--- config.mk ---
export PLATFORM = sky130hd
export DESIGN_NAME = psr_frames
export DESIGN_NICKNAME = d
export VERILOG_FILES = /design/src/rtl/psr_pkg.sv /design/src/rtl/psr_sum_if.sv /design/src/rtl/psr_parity.sv /design/src/rtl/psr_cksum.sv /design/src/rtl/psr_frames.sv
export SDC_FILE = /design/constraint.sdc
export NUM_CORES = 1
export LEC_CHECK = 0
export BUFFER_PORTS_ARGS = -buffer_cell sky130_fd_sc_hd__clkbuf_2
export CELL_PAD_IN_SITES_DETAIL_PLACEMENT = 0
export CELL_PAD_IN_SITES_GLOBAL_PLACEMENT = 2
export CORE_MARGIN = 2
export CORE_UTILIZATION = 41
export CTS_CLUSTER_DIAMETER = 200
export DETAILED_ROUTE_END_ITERATION = 10
export GPL_TIMING_DRIVEN = 0
export PLACE_DENSITY_LB_ADDON = 0.05
export SLEW_MARGIN = 20
export SYNTH_ARGS = -nofsm -noshare
export SYNTH_HDL_FRONTEND = slang
export SYNTH_SLANG_ARGS = --single-unit
--- constraint.sdc ---
create_clock -name clock -period 5.7 [get_ports clock]
set_input_delay 0.285 -clock clock [delete_from_list [all_inputs] [get_ports clock]]
set_output_delay 0.285 -clock clock [all_outputs]
set_load 0.03 [all_outputs]
--- src/rtl/psr_pkg.sv ---
// Constants for the position and full status read frame handler.
// Assumes a byte-level LIN protocol layer on the same clock.
package psr_pkg;
    // =====================================================
    // Frame identifiers and command codes
    localparam logic [5:0] ID_LONG_PREP = 6'h3c;
    localparam logic [5:0] ID_READ      = 6'h3d;
    localparam logic [6:0] CMD_POS      = 7'h00;
    localparam logic [6:0] CMD_FULL     = 7'h01;
    localparam logic [7:0] APP_MARKER   = 8'h80;
    localparam logic [7:0] PAD_BYTE     = 8'hff;
    // Last byte index (checksum) of each frame kind
    localparam logic [3:0] LAST_SHORT   = 4'h2;
    localparam logic [3:0] LAST_LONG    = 4'h8;
    localparam logic [3:0] LAST_RESP    = 4'h8;
    // =====================================================
    // Register map
    localparam logic [2:0] REG_NODE     = 3'h0;
    localparam logic [2:0] REG_DYN_ID   = 3'h1;
    localparam logic [2:0] REG_IRQ_ST   = 3'h2;
    localparam logic [2:0] REG_IRQ_MASK = 3'h3;
    localparam logic [2:0] REG_FLAGS_LO = 3'h4;
    localparam logic [2:0] REG_FLAGS_HI = 3'h5;
    localparam logic [2:0] REG_DEV_ID   = 3'h6;
    localparam logic [6:0] RST_NODE     = 7'h00;
    localparam logic [4:0] RST_DYN_ID   = 5'h00;
    localparam logic [2:0] RST_MASK     = 3'h0;
    // Interrupt status bits
    localparam int IRQ_PREP = 0;
    localparam int IRQ_RESP = 1;
    localparam int IRQ_LERR = 2;
    // =====================================================
    // Latched flag positions
    localparam int F_TWRN  = 0;
    localparam int F_TSHD  = 1;
    localparam int F_UVLO  = 2;
    localparam int F_EDEF  = 3;
    localparam int F_LOST  = 4;
    localparam int F_VDD   = 5;
    localparam int F_UVLO2 = 6;
    localparam int F_UVLO3 = 7;
    localparam int F_OVCX  = 8;
    localparam int F_OVCY  = 9;
    localparam int F_STALL = 10;
    localparam int F_ABS   = 11;
    localparam int NFLAGS  = 12;

    typedef enum logic [2:0] {
        ST_IDLE = 3'b001,
        ST_RX   = 3'b010,
        ST_TX   = 3'b100
    } psr_state_t;

    typedef enum logic [3:0] {
        PEND_NONE  = 4'b0001,
        PEND_POS   = 4'b0010,
        PEND_FULL1 = 4'b0100,
        PEND_FULL2 = 4'b1000
    } psr_pend_t;
endpackage

--- src/rtl/psr_sum_if.sv ---
// Link between the frame handler and its checksum accumulator.
// Assumes both ends share one clock.
`timescale 1ns/1ps
`default_nettype none
interface psr_sum_if;
    logic       clr;
    logic       add;
    logic [7:0] din;
    logic [7:0] sum;
    modport user   (output clr, output add, output din, input sum);
    modport engine (input clr, input add, input din, output sum);
endinterface
`default_nettype wire

--- src/rtl/psr_parity.sv ---
// Protected identifier builder: adds the two parity bits.
// Pure combinational; fed from the handler's own clock domain.
`timescale 1ns/1ps
`default_nettype none
module psr_parity (
    input  wire logic [5:0] id,
    output logic      [7:0] pid
);
    wire p0 = id[0] ^ id[1] ^ id[2] ^ id[4];
    wire p1 = ~(id[1] ^ id[3] ^ id[4] ^ id[5]);
    assign pid = {p1, p0, id};
endmodule
`default_nettype wire

--- src/rtl/psr_cksum.sv ---
// Classic checksum accumulator: carry wraps back into the sum.
// Assumes clr and add are never high in the same cycle.
`timescale 1ns/1ps
`default_nettype none
module psr_cksum (
    input  wire logic clock,
    input  wire logic nrst,
    psr_sum_if.engine sif
);
    logic [7:0] acc_q;
    logic [8:0] raw;
    logic [7:0] acc_d;
    assign raw   = {1'b0, acc_q} + {1'b0, sif.din};
    assign acc_d = sif.clr ? 8'h00 : (sif.add ? raw[7:0] + {7'h00, raw[8]} : acc_q);
    assign sif.sum = ~acc_q;
    always_ff @(posedge clock or negedge nrst) begin
        if (!nrst) begin
            acc_q <= 8'h00;
        end else begin
            acc_q <= acc_d;
        end
    end
endmodule
`default_nettype wire

--- src/rtl/psr_frames.sv ---
// Slave handler for position and full status read frames.
// Assumes a byte layer: headers, received bytes and byte requests
// arrive as one-cycle pulses on this clock.
`timescale 1ns/1ps
`default_nettype none
module psr_frames #(
    parameter logic [3:0] DEVICE_ID = 4'h5 // Arbitrary identification value
) (
    input  wire logic        clock,
    input  wire logic        nrst,
    // Byte layer
    input  wire logic        hdr_valid,
    input  wire logic [7:0]  hdr_pid,
    input  wire logic        rx_valid,
    input  wire logic [7:0]  rx_data,
    output logic             tx_valid,
    output logic      [7:0]  tx_data,
    input  wire logic        tx_take,
    // Device state
    input  wire logic [11:0] flag_set,
    input  wire logic        end_switch_flag,
    input  wire logic [1:0]  temp_info,
    input  wire logic [2:0]  motion_state,
    input  wire logic [15:0] actual_position,
    input  wire logic [39:0] full_aux_a,
    input  wire logic [39:0] full_aux_b,
    // Register port
    input  wire logic [2:0]  reg_addr,
    input  wire logic [7:0]  reg_wdata,
    input  wire logic        reg_wr,
    input  wire logic        reg_rd,
    output logic      [7:0]  reg_rdata,
    output logic             irq
);
    // =====================================================
    // State
    psr_pkg::psr_state_t state_q;
    psr_pkg::psr_pend_t  pend_q;
    logic                long_q;
    logic [3:0]          idx_q;
    logic [7:0]          buf_q [0:7];
    logic [6:0]          node_q;
    logic [4:0]          dyn_id_q;
    logic [2:0]          irq_st_q;
    logic [2:0]          irq_mask_q;
    logic [11:0]         flags_q;
    logic [11:0]         snap_flags_q;
    logic [15:0]         snap_pos_q;
    logic                snap_endsw_q;
    logic [1:0]          snap_tinfo_q;
    logic [2:0]          snap_motion_q;
    logic                snap_lerr_q;
    logic                tx_valid_q;
    logic [7:0]          tx_data_q;
    logic [7:0]          rdata_q;

    psr_sum_if sif ();
    psr_cksum u_cksum (
        .clock (clock),
        .nrst  (nrst),
        .sif   (sif)
    );

    // =====================================================
    // Header decode
    wire  [5:0] hdr_id = hdr_pid[5:0];
    logic [7:0] pid_calc;
    psr_parity u_parity (
        .id  (hdr_id),
        .pid (pid_calc)
    );
    wire par_ok    = (pid_calc == hdr_pid);
    wire is_short  = par_ok && !hdr_id[5] && (hdr_id[4:0] == dyn_id_q);
    wire is_long   = par_ok && (hdr_id == psr_pkg::ID_LONG_PREP);
    wire is_read   = par_ok && (hdr_id == psr_pkg::ID_READ) &&
                     (pend_q != psr_pkg::PEND_NONE);
    wire hdr_start_tx = hdr_valid && is_read;
    wire hdr_start_rx = hdr_valid && (is_short || is_long);

    // =====================================================
    // Preparing frame checks at the checksum byte
    wire       in_rx     = (state_q == psr_pkg::ST_RX);
    wire [3:0] rx_last   = long_q ? psr_pkg::LAST_LONG : psr_pkg::LAST_SHORT;
    wire       rx_data_b = in_rx && rx_valid && (idx_q != rx_last);
    wire       rx_end    = in_rx && rx_valid && (idx_q == rx_last);
    wire [7:0] pad_and   = buf_q[3] & buf_q[4] & buf_q[5] & buf_q[6] & buf_q[7];
    wire [7:0] cmd_b     = long_q ? buf_q[1] : buf_q[0];
    wire [7:0] adr_b     = long_q ? buf_q[2] : buf_q[1];
    wire       mark_ok   = !long_q ||
                           ((buf_q[0] == psr_pkg::APP_MARKER) &&
                            (pad_and == psr_pkg::PAD_BYTE));
    wire       cks_ok    = (rx_data == sif.sum);
    wire       cmd_pos   = (cmd_b[6:0] == psr_pkg::CMD_POS);
    wire       cmd_full  = (cmd_b[6:0] == psr_pkg::CMD_FULL);
    wire       frame_ok  = cks_ok && mark_ok && cmd_b[7] && adr_b[7] &&
                           (cmd_pos || cmd_full);
    wire       addr_hit  = (adr_b[6:0] == node_q);
    wire       prep_ok   = rx_end && frame_ok && addr_hit;
    wire       lerr_ev   = (hdr_valid && !par_ok) || (rx_end && !cks_ok);

    // =====================================================
    // Response bytes
    wire       in_tx    = (state_q == psr_pkg::ST_TX);
    wire       tx_done  = in_tx && tx_valid_q && tx_take && (idx_q == psr_pkg::LAST_RESP);
    wire       tx_adv   = in_tx && tx_valid_q && tx_take && (idx_q != psr_pkg::LAST_RESP);
    wire       tx_load  = in_tx && !tx_valid_q;
    wire       flag_clr = hdr_start_tx && (pend_q == psr_pkg::PEND_FULL1);
    wire [7:0] flag_byte = {snap_flags_q[psr_pkg::F_VDD], snap_flags_q[psr_pkg::F_LOST],
                            snap_flags_q[psr_pkg::F_EDEF], snap_flags_q[psr_pkg::F_UVLO],
                            snap_flags_q[psr_pkg::F_TSHD], snap_flags_q[psr_pkg::F_TWRN],
                            snap_tinfo_q};
    wire [7:0] id_byte  = {DEVICE_ID, 1'b1, snap_flags_q[psr_pkg::F_UVLO2],
                           snap_flags_q[psr_pkg::F_UVLO3], snap_lerr_q};
    wire [7:0] mot_byte = {snap_motion_q, snap_endsw_q, snap_flags_q[psr_pkg::F_OVCX],
                           snap_flags_q[psr_pkg::F_OVCY], snap_flags_q[psr_pkg::F_STALL],
                           1'b0};
    wire [7:0] own_byte = {1'b1, node_q};
    logic [7:0][7:0] pos_w;
    logic [7:0][7:0] full1_w;
    logic [7:0][7:0] full2_w;
    // Position returned as raw 16-bit two's complement, high byte first
    assign pos_w   = {psr_pkg::PAD_BYTE, psr_pkg::PAD_BYTE, psr_pkg::PAD_BYTE, id_byte,
                      flag_byte, snap_pos_q[7:0], snap_pos_q[15:8],
                      {snap_endsw_q, node_q}};
    assign full1_w = {{full_aux_a[7:4], snap_flags_q[psr_pkg::F_UVLO2], full_aux_a[2:0]},
                      full_aux_a[15:8], mot_byte, flag_byte, full_aux_a[23:16],
                      full_aux_a[31:24], full_aux_a[39:32], own_byte};
    assign full2_w = {{snap_flags_q[psr_pkg::F_ABS], full_aux_b[6:0]}, full_aux_b[15:8],
                      full_aux_b[23:16], full_aux_b[31:24], full_aux_b[39:32],
                      snap_pos_q[7:0], snap_pos_q[15:8], own_byte};
    wire [2:0] sel = idx_q[2:0];
    wire [7:0] data_sel = (pend_q == psr_pkg::PEND_POS)   ? pos_w[sel] :
                          (pend_q == psr_pkg::PEND_FULL1) ? full1_w[sel] : full2_w[sel];
    wire [7:0] tx_byte  = (idx_q == psr_pkg::LAST_RESP) ? sif.sum : data_sel;

    assign sif.clr = hdr_valid;
    assign sif.add = rx_data_b || tx_adv;
    assign sif.din = in_tx ? tx_data_q : rx_data;

    assign tx_valid = tx_valid_q;
    assign tx_data  = tx_data_q;

    // =====================================================
    // Frame sequencer
    always_ff @(posedge clock or negedge nrst) begin
        if (!nrst) begin
            state_q <= psr_pkg::ST_IDLE;
            long_q  <= 1'b0;
            idx_q   <= 4'h0;
        end else if (hdr_valid) begin
            state_q <= hdr_start_tx ? psr_pkg::ST_TX :
                       hdr_start_rx ? psr_pkg::ST_RX : psr_pkg::ST_IDLE;
            long_q  <= is_long;
            idx_q   <= 4'h0;
        end else if (rx_end || tx_done) begin
            state_q <= psr_pkg::ST_IDLE;
        end else if (rx_data_b || tx_adv) begin
            idx_q   <= idx_q + 4'h1;
        end
    end

    always_ff @(posedge clock) begin
        if (rx_data_b && !idx_q[3]) begin
            buf_q[idx_q[2:0]] <= rx_data;
        end
    end

    // Pending answer: second full status answer waits for the next read, then clears
    always_ff @(posedge clock or negedge nrst) begin
        if (!nrst) begin
            pend_q <= psr_pkg::PEND_NONE;
        end else if (rx_end && frame_ok && !addr_hit) begin
            pend_q <= psr_pkg::PEND_NONE;
        end else if (prep_ok) begin
            pend_q <= cmd_full ? psr_pkg::PEND_FULL1 : psr_pkg::PEND_POS;
        end else if (tx_done) begin
            pend_q <= (pend_q == psr_pkg::PEND_FULL1) ? psr_pkg::PEND_FULL2 :
                      psr_pkg::PEND_NONE;
        end
    end

    always_ff @(posedge clock or negedge nrst) begin
        if (!nrst) begin
            tx_valid_q <= 1'b0;
            tx_data_q  <= 8'h00;
        end else if (hdr_valid || tx_done) begin
            tx_valid_q <= 1'b0;
        end else if (tx_adv) begin
            tx_valid_q <= 1'b0;
        end else if (tx_load) begin
            tx_valid_q <= 1'b1;
            tx_data_q  <= tx_byte;
        end
    end

    // Snapshot before the clear so the answer shows the pre-clear state
    always_ff @(posedge clock or negedge nrst) begin
        if (!nrst) begin
            snap_flags_q  <= 12'h000;
            snap_pos_q    <= 16'h0000;
            snap_endsw_q  <= 1'b0;
            snap_tinfo_q  <= 2'h0;
            snap_motion_q <= 3'h0;
            snap_lerr_q   <= 1'b0;
        end else if (hdr_start_tx) begin
            snap_flags_q  <= flags_q;
            snap_pos_q    <= actual_position;
            snap_endsw_q  <= end_switch_flag;
            snap_tinfo_q  <= temp_info;
            snap_motion_q <= motion_state;
            snap_lerr_q   <= irq_st_q[psr_pkg::IRQ_LERR];
        end
    end

    // =====================================================
    // Latched flags: a set in the clearing cycle survives
    genvar gi;
    generate
        for (gi = 0; gi < psr_pkg::NFLAGS; gi++) begin : g_flag
            always_ff @(posedge clock or negedge nrst) begin
                if (!nrst) begin
                    flags_q[gi] <= 1'b0;
                end else begin
                    flags_q[gi] <= flag_set[gi] | (flags_q[gi] & ~flag_clr);
                end
            end
        end
    endgenerate

    // =====================================================
    // Register port and interrupt
    wire       wr_node = reg_wr && (reg_addr == psr_pkg::REG_NODE);
    wire       wr_dyn  = reg_wr && (reg_addr == psr_pkg::REG_DYN_ID);
    wire       wr_st   = reg_wr && (reg_addr == psr_pkg::REG_IRQ_ST);
    wire       wr_mask = reg_wr && (reg_addr == psr_pkg::REG_IRQ_MASK);
    wire [2:0] st_clr  = wr_st ? reg_wdata[2:0] : 3'h0;
    wire [2:0] st_ev   = {lerr_ev, tx_done, prep_ok};
    wire [7:0] rd_mux  = (reg_addr == psr_pkg::REG_NODE)     ? {1'b0, node_q} :
                         (reg_addr == psr_pkg::REG_DYN_ID)   ? {3'h0, dyn_id_q} :
                         (reg_addr == psr_pkg::REG_IRQ_ST)   ? {5'h00, irq_st_q} :
                         (reg_addr == psr_pkg::REG_IRQ_MASK) ? {5'h00, irq_mask_q} :
                         (reg_addr == psr_pkg::REG_FLAGS_LO) ? flags_q[7:0] :
                         (reg_addr == psr_pkg::REG_FLAGS_HI) ? {4'h0, flags_q[11:8]} :
                         (reg_addr == psr_pkg::REG_DEV_ID)   ? {4'h0, DEVICE_ID} : 8'h00;

    always_ff @(posedge clock or negedge nrst) begin
        if (!nrst) begin
            node_q     <= psr_pkg::RST_NODE;
            dyn_id_q   <= psr_pkg::RST_DYN_ID;
            irq_mask_q <= psr_pkg::RST_MASK;
            irq_st_q   <= 3'h0;
            rdata_q    <= 8'h00;
        end else begin
            if (wr_node) begin
                node_q <= reg_wdata[6:0];
            end
            if (wr_dyn) begin
                dyn_id_q <= reg_wdata[4:0];
            end
            if (wr_mask) begin
                irq_mask_q <= reg_wdata[2:0];
            end
            irq_st_q <= (irq_st_q & ~st_clr) | st_ev;
            rdata_q  <= reg_rd ? rd_mux : 8'h00;
        end
    end

    assign reg_rdata = rdata_q;
    assign irq       = |(irq_st_q & irq_mask_q);
endmodule
`default_nettype wire

==> Yosys cells after proc, flatten, opt, wreduce, memory -nomap -nowiden <==
Memory sizes are Yosys's and may differ from the RTL's.
Cells that the tools add are included.
{ "totals": {"reg_bits": 102, "latch_bits": 0, "ramBits": 64, "rom_bits": 0, "output_inout_bits": 18, "word_cells": 198, "memories": 1} }
{ "op_classes": {"add_sub_neg": 3, "mul": 0, "div": 0, "n_lt_le_gt_ge": 1, "eq_ne": 25, "n_shift": 0, "n_mux": 41, "n_bitwise": 43, "n_reduce_logical": 54} }
{ "mem_list": {"columns": ["memory", "depth", "width", "read_ports", "rd_clocked_by_memory_dff", "wr", "line_no", "source"], "rows": [
  ["buf_q", 8, 8, 8, 0, 1, "psr_frames.sv:41", "logic [7:0] buf_q [0:7];"]
]} }
{ "ops": {"columns": ["operator", "count"], "rows": [
  ["$mux W8", 17],
  ["$bmux W8 S3", 3],
  ["$mux W4", 9],
  ["$and A8 B8 Y8", 4],
  ["$logic_and A1 B1 Y1", 31],
  ["$mux W3", 6],
  ["$eq A8 B8 Y1 const B", 2],
  ["$and A1 B1 Y1", 12],
  ["$eq A3 B3 Y1 const B", 4],
  ["$eq A6 B6 Y1 const B", 2],
  ["$or A1 B1 Y1", 12],
  ["$add A8 B8 Y9", 1],
  ["$eq A3 B2 Y1 const B", 3],
  ["$add A8 B1 Y8", 1],
  ["$eq A8 B8 Y1", 1],
  ["$not A8 Y8", 1],
  ["$eq A7 B1 Y1 const B", 1],
  ["$eq A7 B7 Y1", 1],
  ["$logic_not A1 Y1", 7],
  ["$logic_not A7 Y1", 1],
  ["$logic_or A1 B1 Y1", 7],
  ["$and A3 B3 Y3", 2],
  ["$reduce_bool A3 Y1", 2],
  ["$xor A1 B1 Y1", 6],
  ["other kinds (23)", 31]
]} }

==> Depth between registers and ports, before layout <==
Gate-level depths: netlist of the first run.
An unclocked memory read counts as a cell.
{ "depth": {"depth_word": 16, "depth_mapped": 16, "mapped_depth_nobuf": 15} }

==> Cells and area by module <==
A second synthesis of the first run with hierarchy kept.
{ "hier_totals": {"hier_cells": 702, "hier_area_um2": 8999.9} }
{ "by_module_without_submodules": {"columns": ["mod", "instances", "cells_per_inst", "area_per_inst_um2"], "rows": [
  ["psr_frames", 1, 596, 8023.9],
  ["psr_cksum", 1, 93, 872.1],
  ["psr_parity", 1, 13, 103.8]
]} }

==> Worst setup path before layout of the first run <==
No wires, ideal clock.
{ "synth_path": {"kind": "reg-to-reg", "start": "register state_q[1]", "end": "register u_cksum.acc_q[5]", "setup_ps": 121, "t_arrival_ps": 3689, "required_ps": 5579, "slack_ps": 1890, "path_stages_with_launch": 17, "cell_sequence": "dfrtp_1 -> nor3b_1 -> clkbuf_1 -> mux2_2 -> ha_1 -> fa_1 -> a211o_1 -> a211o_1 -> and2_1 -> o21ai_0 -> nand2b_1 -> ha_1 -> and3_1 -> nand3_1 -> nor2_1 -> xnor2_1 -> a22o_1"} }
{ "synth_between": {"elab_chain_cells": 6} }
{ "synth_rtl": {"columns": ["item", "line_no", "source"], "rows": [
  ["start: declaration", "psr_frames.sv:37", "psr_pkg::psr_state_t state_q;"],
  ["start signal: assignment", "psr_frames.sv:147", "state_q <= psr_pkg::ST_IDLE;"],
  ["start signal: assignment", "psr_frames.sv:151", "state_q <= hdr_start_tx ? psr_pkg::ST_TX :"],
  ["start signal: assignment", "psr_frames.sv:156", "state_q <= psr_pkg::ST_IDLE;"],
  ["$eq A3 B3 Y1", "psr_frames.sv:103", "wire in_tx = (state_q == psr_pkg::ST_TX);"],
  ["$mux W8 or $logic_and A1 B1 Y1 (tied branches)", "psr_frames.sv:138, psr_frames.sv:105", null],
  ["$add A8 B8 Y9 or $logic_and A1 B1 Y1 (tied branches)", "psr_cksum.sv:13, psr_frames.sv:105", null],
  ["$add A8 B1 Y8 or $logic_and A1 B1 Y1 (tied branches)", "psr_cksum.sv:14, psr_frames.sv:105", null],
  ["$mux W8 or $logic_or A1 B1 Y1 (tied branches)", "psr_cksum.sv:14, psr_frames.sv:137", null],
  ["$mux W8 or $reduce_bool A2 Y1 (tied branches)", null, null],
  ["end signal: assignment", "psr_cksum.sv:18", "acc_q <= 8'h00;"],
  ["end signal: assignment", "psr_cksum.sv:20", "acc_q <= acc_d;"],
  ["end: declaration", "psr_cksum.sv:10", "logic [7:0] acc_q;"]
]} }
Several ways; a longest one is shown, not always the timed one. The select of a mux whose other input is x is not followed.
A chain may end at the register's enable or synchronous reset.

==> Final worst setup path of the first run <==
Ends and elaborated chain as after synthesis.

==> qor.txt, run 1 <==
Status - completed
Met2 Use GR - 0.389
Area of the core - 21000 µm²
M1 GR Usage - 0.339
Combinational Power Share - 0.231
Hold slack - 24.7 ps
Final net count - 1030
Tot GR Track Use - 0.241
Startpoint Class - flip-flop
CP Capture Type - flip-flop
Leakage power - 4.48 nW
Achievable frequency - 226 MHz
Synth warn - 0
Core Rows - 53
Most frequent cells in the layout - clkbuf_2 (158), dfrtp_1 (100), edfxtp_1 (64)
Max-cap check violation count - 0
CTS tree - built
Critical path required time - 6020 ps
Largest net degree at the start of global routing - 60
Worst skew pair latency - 440 ps
Hold Vio Cnt, Final - 0
Drt pass-1 iters - 5
Drt wl/cell - 22.6 µm
Initial antenna violation count - 0
Unique masters post-synth - 74
Ant diodes - 0
Die X - 150 µm
Final instance area - 10600 µm²
Number of vias in the routed layout - 6554
PwrDens - 320 nW/µm²
Crit path max fanout - 10
Post-CTS setup buffers - 0
Clk_skew - 11.1 ps
Slew headroom - 0.388
TritonCTS buffer count - 17
Clock share of power - 0.345
Vias in the first global route - 6915
Syn_area_per_cell - 12.8 µm²
RSZ-0062 raised after global routing - false
First-pass GRT wire length - 39900 µm
GP Congestion - 0.811
Peak VDD IR - 0.198 mV
Sequential fraction of the synthesis area - 0.509
Syn-to-layout area delta - 20.8%
Max Slew Vio Count - 0
Critical path arrival - 4750 ps
FF-to-FF setup slack - 1280 ps
Post-placement cell area - 9990 µm²
Total grt overflow - 0
Syn Nets - 849
Post-synth ARST share - 0.614
CTS sink count - 166
Root Driver - clkbuf_16
Post-route minimum period - 4420 ps
Commonest non-fill, non-tap cell in the layout - clkbuf_2
Post-synth top flop - dfrtp_1
# port buffers - 159
Clock transition at path regs - 80 ps
Synth Register Bits - 166
Initial Util - 0.418
Sequential power share - 0.424
Worst hold start - flag_set[5]
Hold Path Class - in2reg
Proportion of layout cells with a drive suffix above 1 - 0.340
Cell depth of the worst flop-to-flop path - 16
Placement Setup Slack - 1280 ps
Worst setup path start - state_q[1]
Mapped cell area - 8800 µm²
Final setup violation count - 0
Total Routed Length - 26100 µm
Final worst slack - 1280 ps
Worst Tran Pin Value - 894 ps
Fin Setup TNS - 0 ps
Die Y-Extent - 150 µm
GRT Max-Usage Layer - met2
Via density - 5.68
Clk buf depth - 2
Post-synth EDFFs - 64
Die footprint - 22600 µm²
Worst R2R Start - state_q[1]
Critical path class - reg2reg
Layout fillers - 1885
Switching pwr - 1.10 mW
DRC violations left - 0
Hpwl dp - 19800 µm
Final ANT Viol Nets - 0
IO Count - 166
Reg-to-Reg End - u_cksum.acc_q[5]
Cell count after synthesis - 685
Worst Hold Depth - 2
Crit share post-route - 0.776
Switching Share - 0.323
GRT met3 Usage - 0.0433
Int Power - 2.30 mW
Iter 0 DRT Violations - 404
Crit path to - u_cksum.acc_q[5]
H-tree level count - 4
[cells by family (layout without fill, tap and decap cells)]
logic type | count (synthesis) | in the layout | share of synthesized area
buffers and inverters | 53 | 247 | 0.0282
xor gates and xnor gates | 37 | 37 | 0.0384
muxes | 121 | 121 | 0.194
DFF | 166 | 166 | 0.509
adders and majority gates | 16 | 16 | 0.0236
and+or+nand+nor | 164 | 164 | 0.102
AOI/OAI and AO/OA | 128 | 128 | 0.105
[registers in the layout (all words and copies together) (netlist names)]
register,count
irq_mask_q,3
state_q,3
u_cksum.acc_q,8
pend_q,4
snap_pos_q,16
tx_valid,1
tx_data,8
reg_rdata,8
snap_tinfo_q,2
flags_q,12
snap_flags_q,12
dyn_id_q,5
node_q,7
irq_st_q,3
snap_endsw_q,1
snap_motion_q,3
long_q,1
buf_q,64
idx_q,4
snap_lerr_q,1
[critical path, stage by stage, from the launching register on]
cell and delay, ps:
dfrtp_1 410, nor3b_1 320, clkbuf_1 500, mux2_2 400, ha_1 220, fa_1 460
a211o_1 310, a211o_1 280, and2_1 150, o21ai_0 140, nand2b_1 130, ha_1 230
and3_1 200, nand3_1 160, nor2_1 70, xnor2_1 150, a22o_1 180
[cells in the mapped netlist, drive strengths merged (3+ instances only)]
cell,count,area share
o21ai,26,0.015
a31oi,3,0.0021
buf,21,0.015
and2,3,0.0021
nor4b,4,0.0064
a21o,13,0.011
mux4,33,0.084
o31ai,3,0.0026
nand2,43,0.018
inv,18,0.0077
nor4,11,0.0095
nand3,8,0.0046
nor3b,8,0.0068
nor2,30,0.013
nand2b,6,0.0043
a221oi,5,0.0070
nor3,17,0.0097
o211ai,8,0.0074
a211o,4,0.0040
nand4,12,0.0085
a22o,9,0.0090
a222oi,3,0.0034
nor2b,5,0.0036
clkbuf,14,0.0060
mux2i,20,0.023
ha,15,0.021
and3,5,0.0036
dfrtp,100,0.28
xor2,15,0.015
a211oi,8,0.0068
a21oi,23,0.013
edfxtp,64,0.22
xnor2,21,0.021
mux2,68,0.087
[repair_timing]
action,4_1_cts,5_1_grt
hold buffers,1,0
gates resized for setup,0,0
hold endpoints to repair,41,0
[metrics by stage]
stage                     power [mW]   util  std cells
after floorplan                 1.97      -        685
after global placement          2.23  0.473       1119
after detailed placement        2.24  0.475       1121
after CTS                       3.42  0.505       1154
after global routing            3.55  0.505       1154
final                           3.40  0.505       1154
[worst min path at each step]
stage	to	slack, ps
final	flags_q[5]	20
after global placement	flags_q[5]	470
after floorplan	dyn_id_q[0]	-10
after CTS	flags_q[3]	10
after detailed placement	reg_rdata[0]	240
after global routing	flags_q[1]	20
[area by class of cell]
type                    instances  area [µm²]  area share
flip-flops and latches        166        4480       0.421
multi-input cells             466        4100       0.386
well taps                     275         344      0.0324
clock buffers                  17         425      0.0400
repair buffers                162         847      0.0797
clock inverters                15         184      0.0173
plain buffers                  35         180      0.0170
inverters                      18        67.6     0.00636
[power by group through the flow]
stage,clock network [mW],registers (mW),logic (mW)
after global routing,1.25,1.45,0.858
after floorplan,0,1.41,0.556
after global placement,0,1.46,0.765
final,1.17,1.44,0.784
after detailed placement,0,1.46,0.780
after CTS,1.19,1.44,0.786
[routing by layer]
| metal | up-vias | share of wire |
|---|---|---|
| li1 | 2997 | - |
| met1 | 3318 | 0.45 |
| met2 | 215 | 0.48 |
| met3 | 24 | 0.053 |
| met4 | 0 | 0.015 |
| met5 | - | 0 |
Note: power is estimated with default switching activity, not from simulation.
==> run 2, diff against run 1 <==
- CORE_UTILIZATION: 41 -> 34
- clock period: 5.7 -> 3.6 ns (I/O delays scaled with it)
==> qor.txt, run 2 (synthesis results as in run 1) <==
Leakage power - 4.69 nW
Post-placement cell area - 10100 µm²
Final net count - 1072
Total Routed Length - 28100 µm
Worst skew pair latency - 440 ps
Worst path top cell family by delay - compound AO/OA/AOI/OAI gates
# port buffers - 159
Area of the core - 25300 µm²
Via density - 5.39
CTS sink count - 166
Hold slack - 8.62 ps
Hold Vio Cnt, Final - 0
CP cell instances - nor3b_2 > buf_4 > buf_8 > mux2_4 > fa_2 > a211o_1 > a211o_1 > and2_4 > o21ai_2 > nand2b_1 > ha_2 > and3_4 > nand3_4 > nor4_4 > xnor2_1 > a22o_1
CTS tree - built
Buf+Inv Stages, Crit Path - 2
Crit share post-route - 0.991
Ant diodes - 0
Clk_skew - 13.7 ps
IO Count - 166
Clk buf depth - 2
Largest net degree at the start of global routing - 70
Most used cell, CP - a211o_1
GP Congestion - 0.832
Final Non-Filler Cells - 1251
Combinational Power Share - 0.245
Tot GR Track Use - 0.218
Largest register FFs - 64
Number of vias in the routed layout - 6741
First-pass GRT wire length - 43300 µm
Int Power - 3.78 mW
Achievable frequency - 280 MHz
Vias in the first global route - 7204
Hold Path Class - in2reg
Initial antenna violation count - 0
Iter 0 DRT Violations - 450
Initial Util - 0.347
RSZ-0062 raised after global routing - true
Status - completed
Critical path class - reg2reg
Final ANT Viol Nets - 0
H-tree level count - 4
Cell depth of the worst flop-to-flop path - 16
Fin Setup TNS - 0 ps
Max Slew Vio Count - 0
Die X - 165 µm
Startpoint Class - flip-flop
Die Y-Extent - 165 µm
Final core area utilization - 0.443
Die footprint - 27200 µm²
Core Rows - 58
Root Driver - clkbuf_16
PwrDens - 499 nW/µm²
Critical path arrival - 3890 ps
Final worst slack - 31.8 ps
Worst Tran Pin Value - 1090 ps
Peak VDD IR - 0.283 mV
CP Capture Type - flip-flop
Slew headroom - 0.258
Post-route minimum period - 3570 ps
Worst Hold Depth - 2
Crit path max fanout - 7
Commonest non-fill, non-tap cell in the layout - clkbuf_2
Overall Power - 5.60 mW
Switching pwr - 1.81 mW
Final instance area - 11200 µm²
Levels on crit path - 16
Most frequent cells in the layout - clkbuf_2 (158), dfrtp_1 (100), edfxtp_1 (64)
Clock share of power - 0.344
CP max-delay cell - dfrtp_1
Syn-to-layout area delta - 27.6%
DRC violations left - 0
Proportion of layout cells with a drive suffix above 1 - 0.350
Switching Share - 0.324
Hpwl dp - 21100 µm
Final setup violation count - 0
Worst stage delay on the critical path - 410 ps
Max-cap check violation count - 0
TritonCTS buffer count - 17
Drt pass-1 iters - 5
Clock transition at path regs - 70 ps
Placement Setup Slack - -539 ps
Sequential power share - 0.410
Critical path required time - 3920 ps
Cells after DPL - 1176
Drt wl/cell - 22.5 µm
Total grt overflow - 0
## run 2: layer usage
layer,routed length [µm],up-vias,global-route usage
met5,0,-,0
met4,486,0,0.0609
met3,1470,34,0.0387
met2,13400,214,0.353
met1,12800,3414,0.301
li1,-,3079,-
## run 2: repair_timing
| action | CTS | global route |
|---|---|---|
| setup endpoints to repair | 8 | 6 |
| gates resized for setup | 21 | 4 |
| pin swaps | 7 | 8 |
| setup buffers | 8 | 0 |
| endpoints found under the hold margin | 68 | 0 |
| hold buffers | 35 | 0 |
## run 2: cell type report
type	instances	area [µm²]
Fill cell	2415	14100
Sequential cell	166	4480
Multi-Input combinational cell	466	4200
Timing Repair Buffer	204	1260
Clock buffer	17	425
Tap cell	330	413
Clock inverter	15	196
Buffer	35	184
Inverter	18	67.6
## run 2: worst reg2reg max path: stages (launching register included)
cell	delay, ps
dfrtp_1	410
nor3b_2	210
buf_4	180
buf_8	140
mux2_4	330
fa_2	370
a211o_1	290
a211o_1	290
and2_4	150
o21ai_2	100
nand2b_1	100
ha_2	220
and3_4	190
nand3_4	100
nor4_4	40
xnor2_1	140
a22o_1	200
## run 2: power groups by stage
| stage | combinational [mW] | clock, mW | sequential, mW |
|---|---|---|---|
| after floorplan | 0.882 | 0 | 2.24 |
| after global placement | 1.23 | 0 | 2.33 |
| after detailed placement | 1.25 | 0 | 2.33 |
| after CTS | 1.37 | 1.95 | 2.29 |
| after global routing | 1.51 | 2.05 | 2.31 |
| final | 1.37 | 1.93 | 2.30 |
## run 2: path summary, 6_finish.rpt
kind	from	to	slack [ps]
setup / recovery	state_q[1]	u_cksum.acc_q[7]	30
setup reg to reg	state_q[1]	u_cksum.acc_q[7]	30
min in group asynchronous	nrst	snap_motion_q[2]	200
hold / removal	actual_position[14]	snap_pos_q[14]	9
max in group asynchronous	nrst	pend_q[0]	2700
hold reg to reg	snap_flags_q[9]	snap_flags_q[9]	500
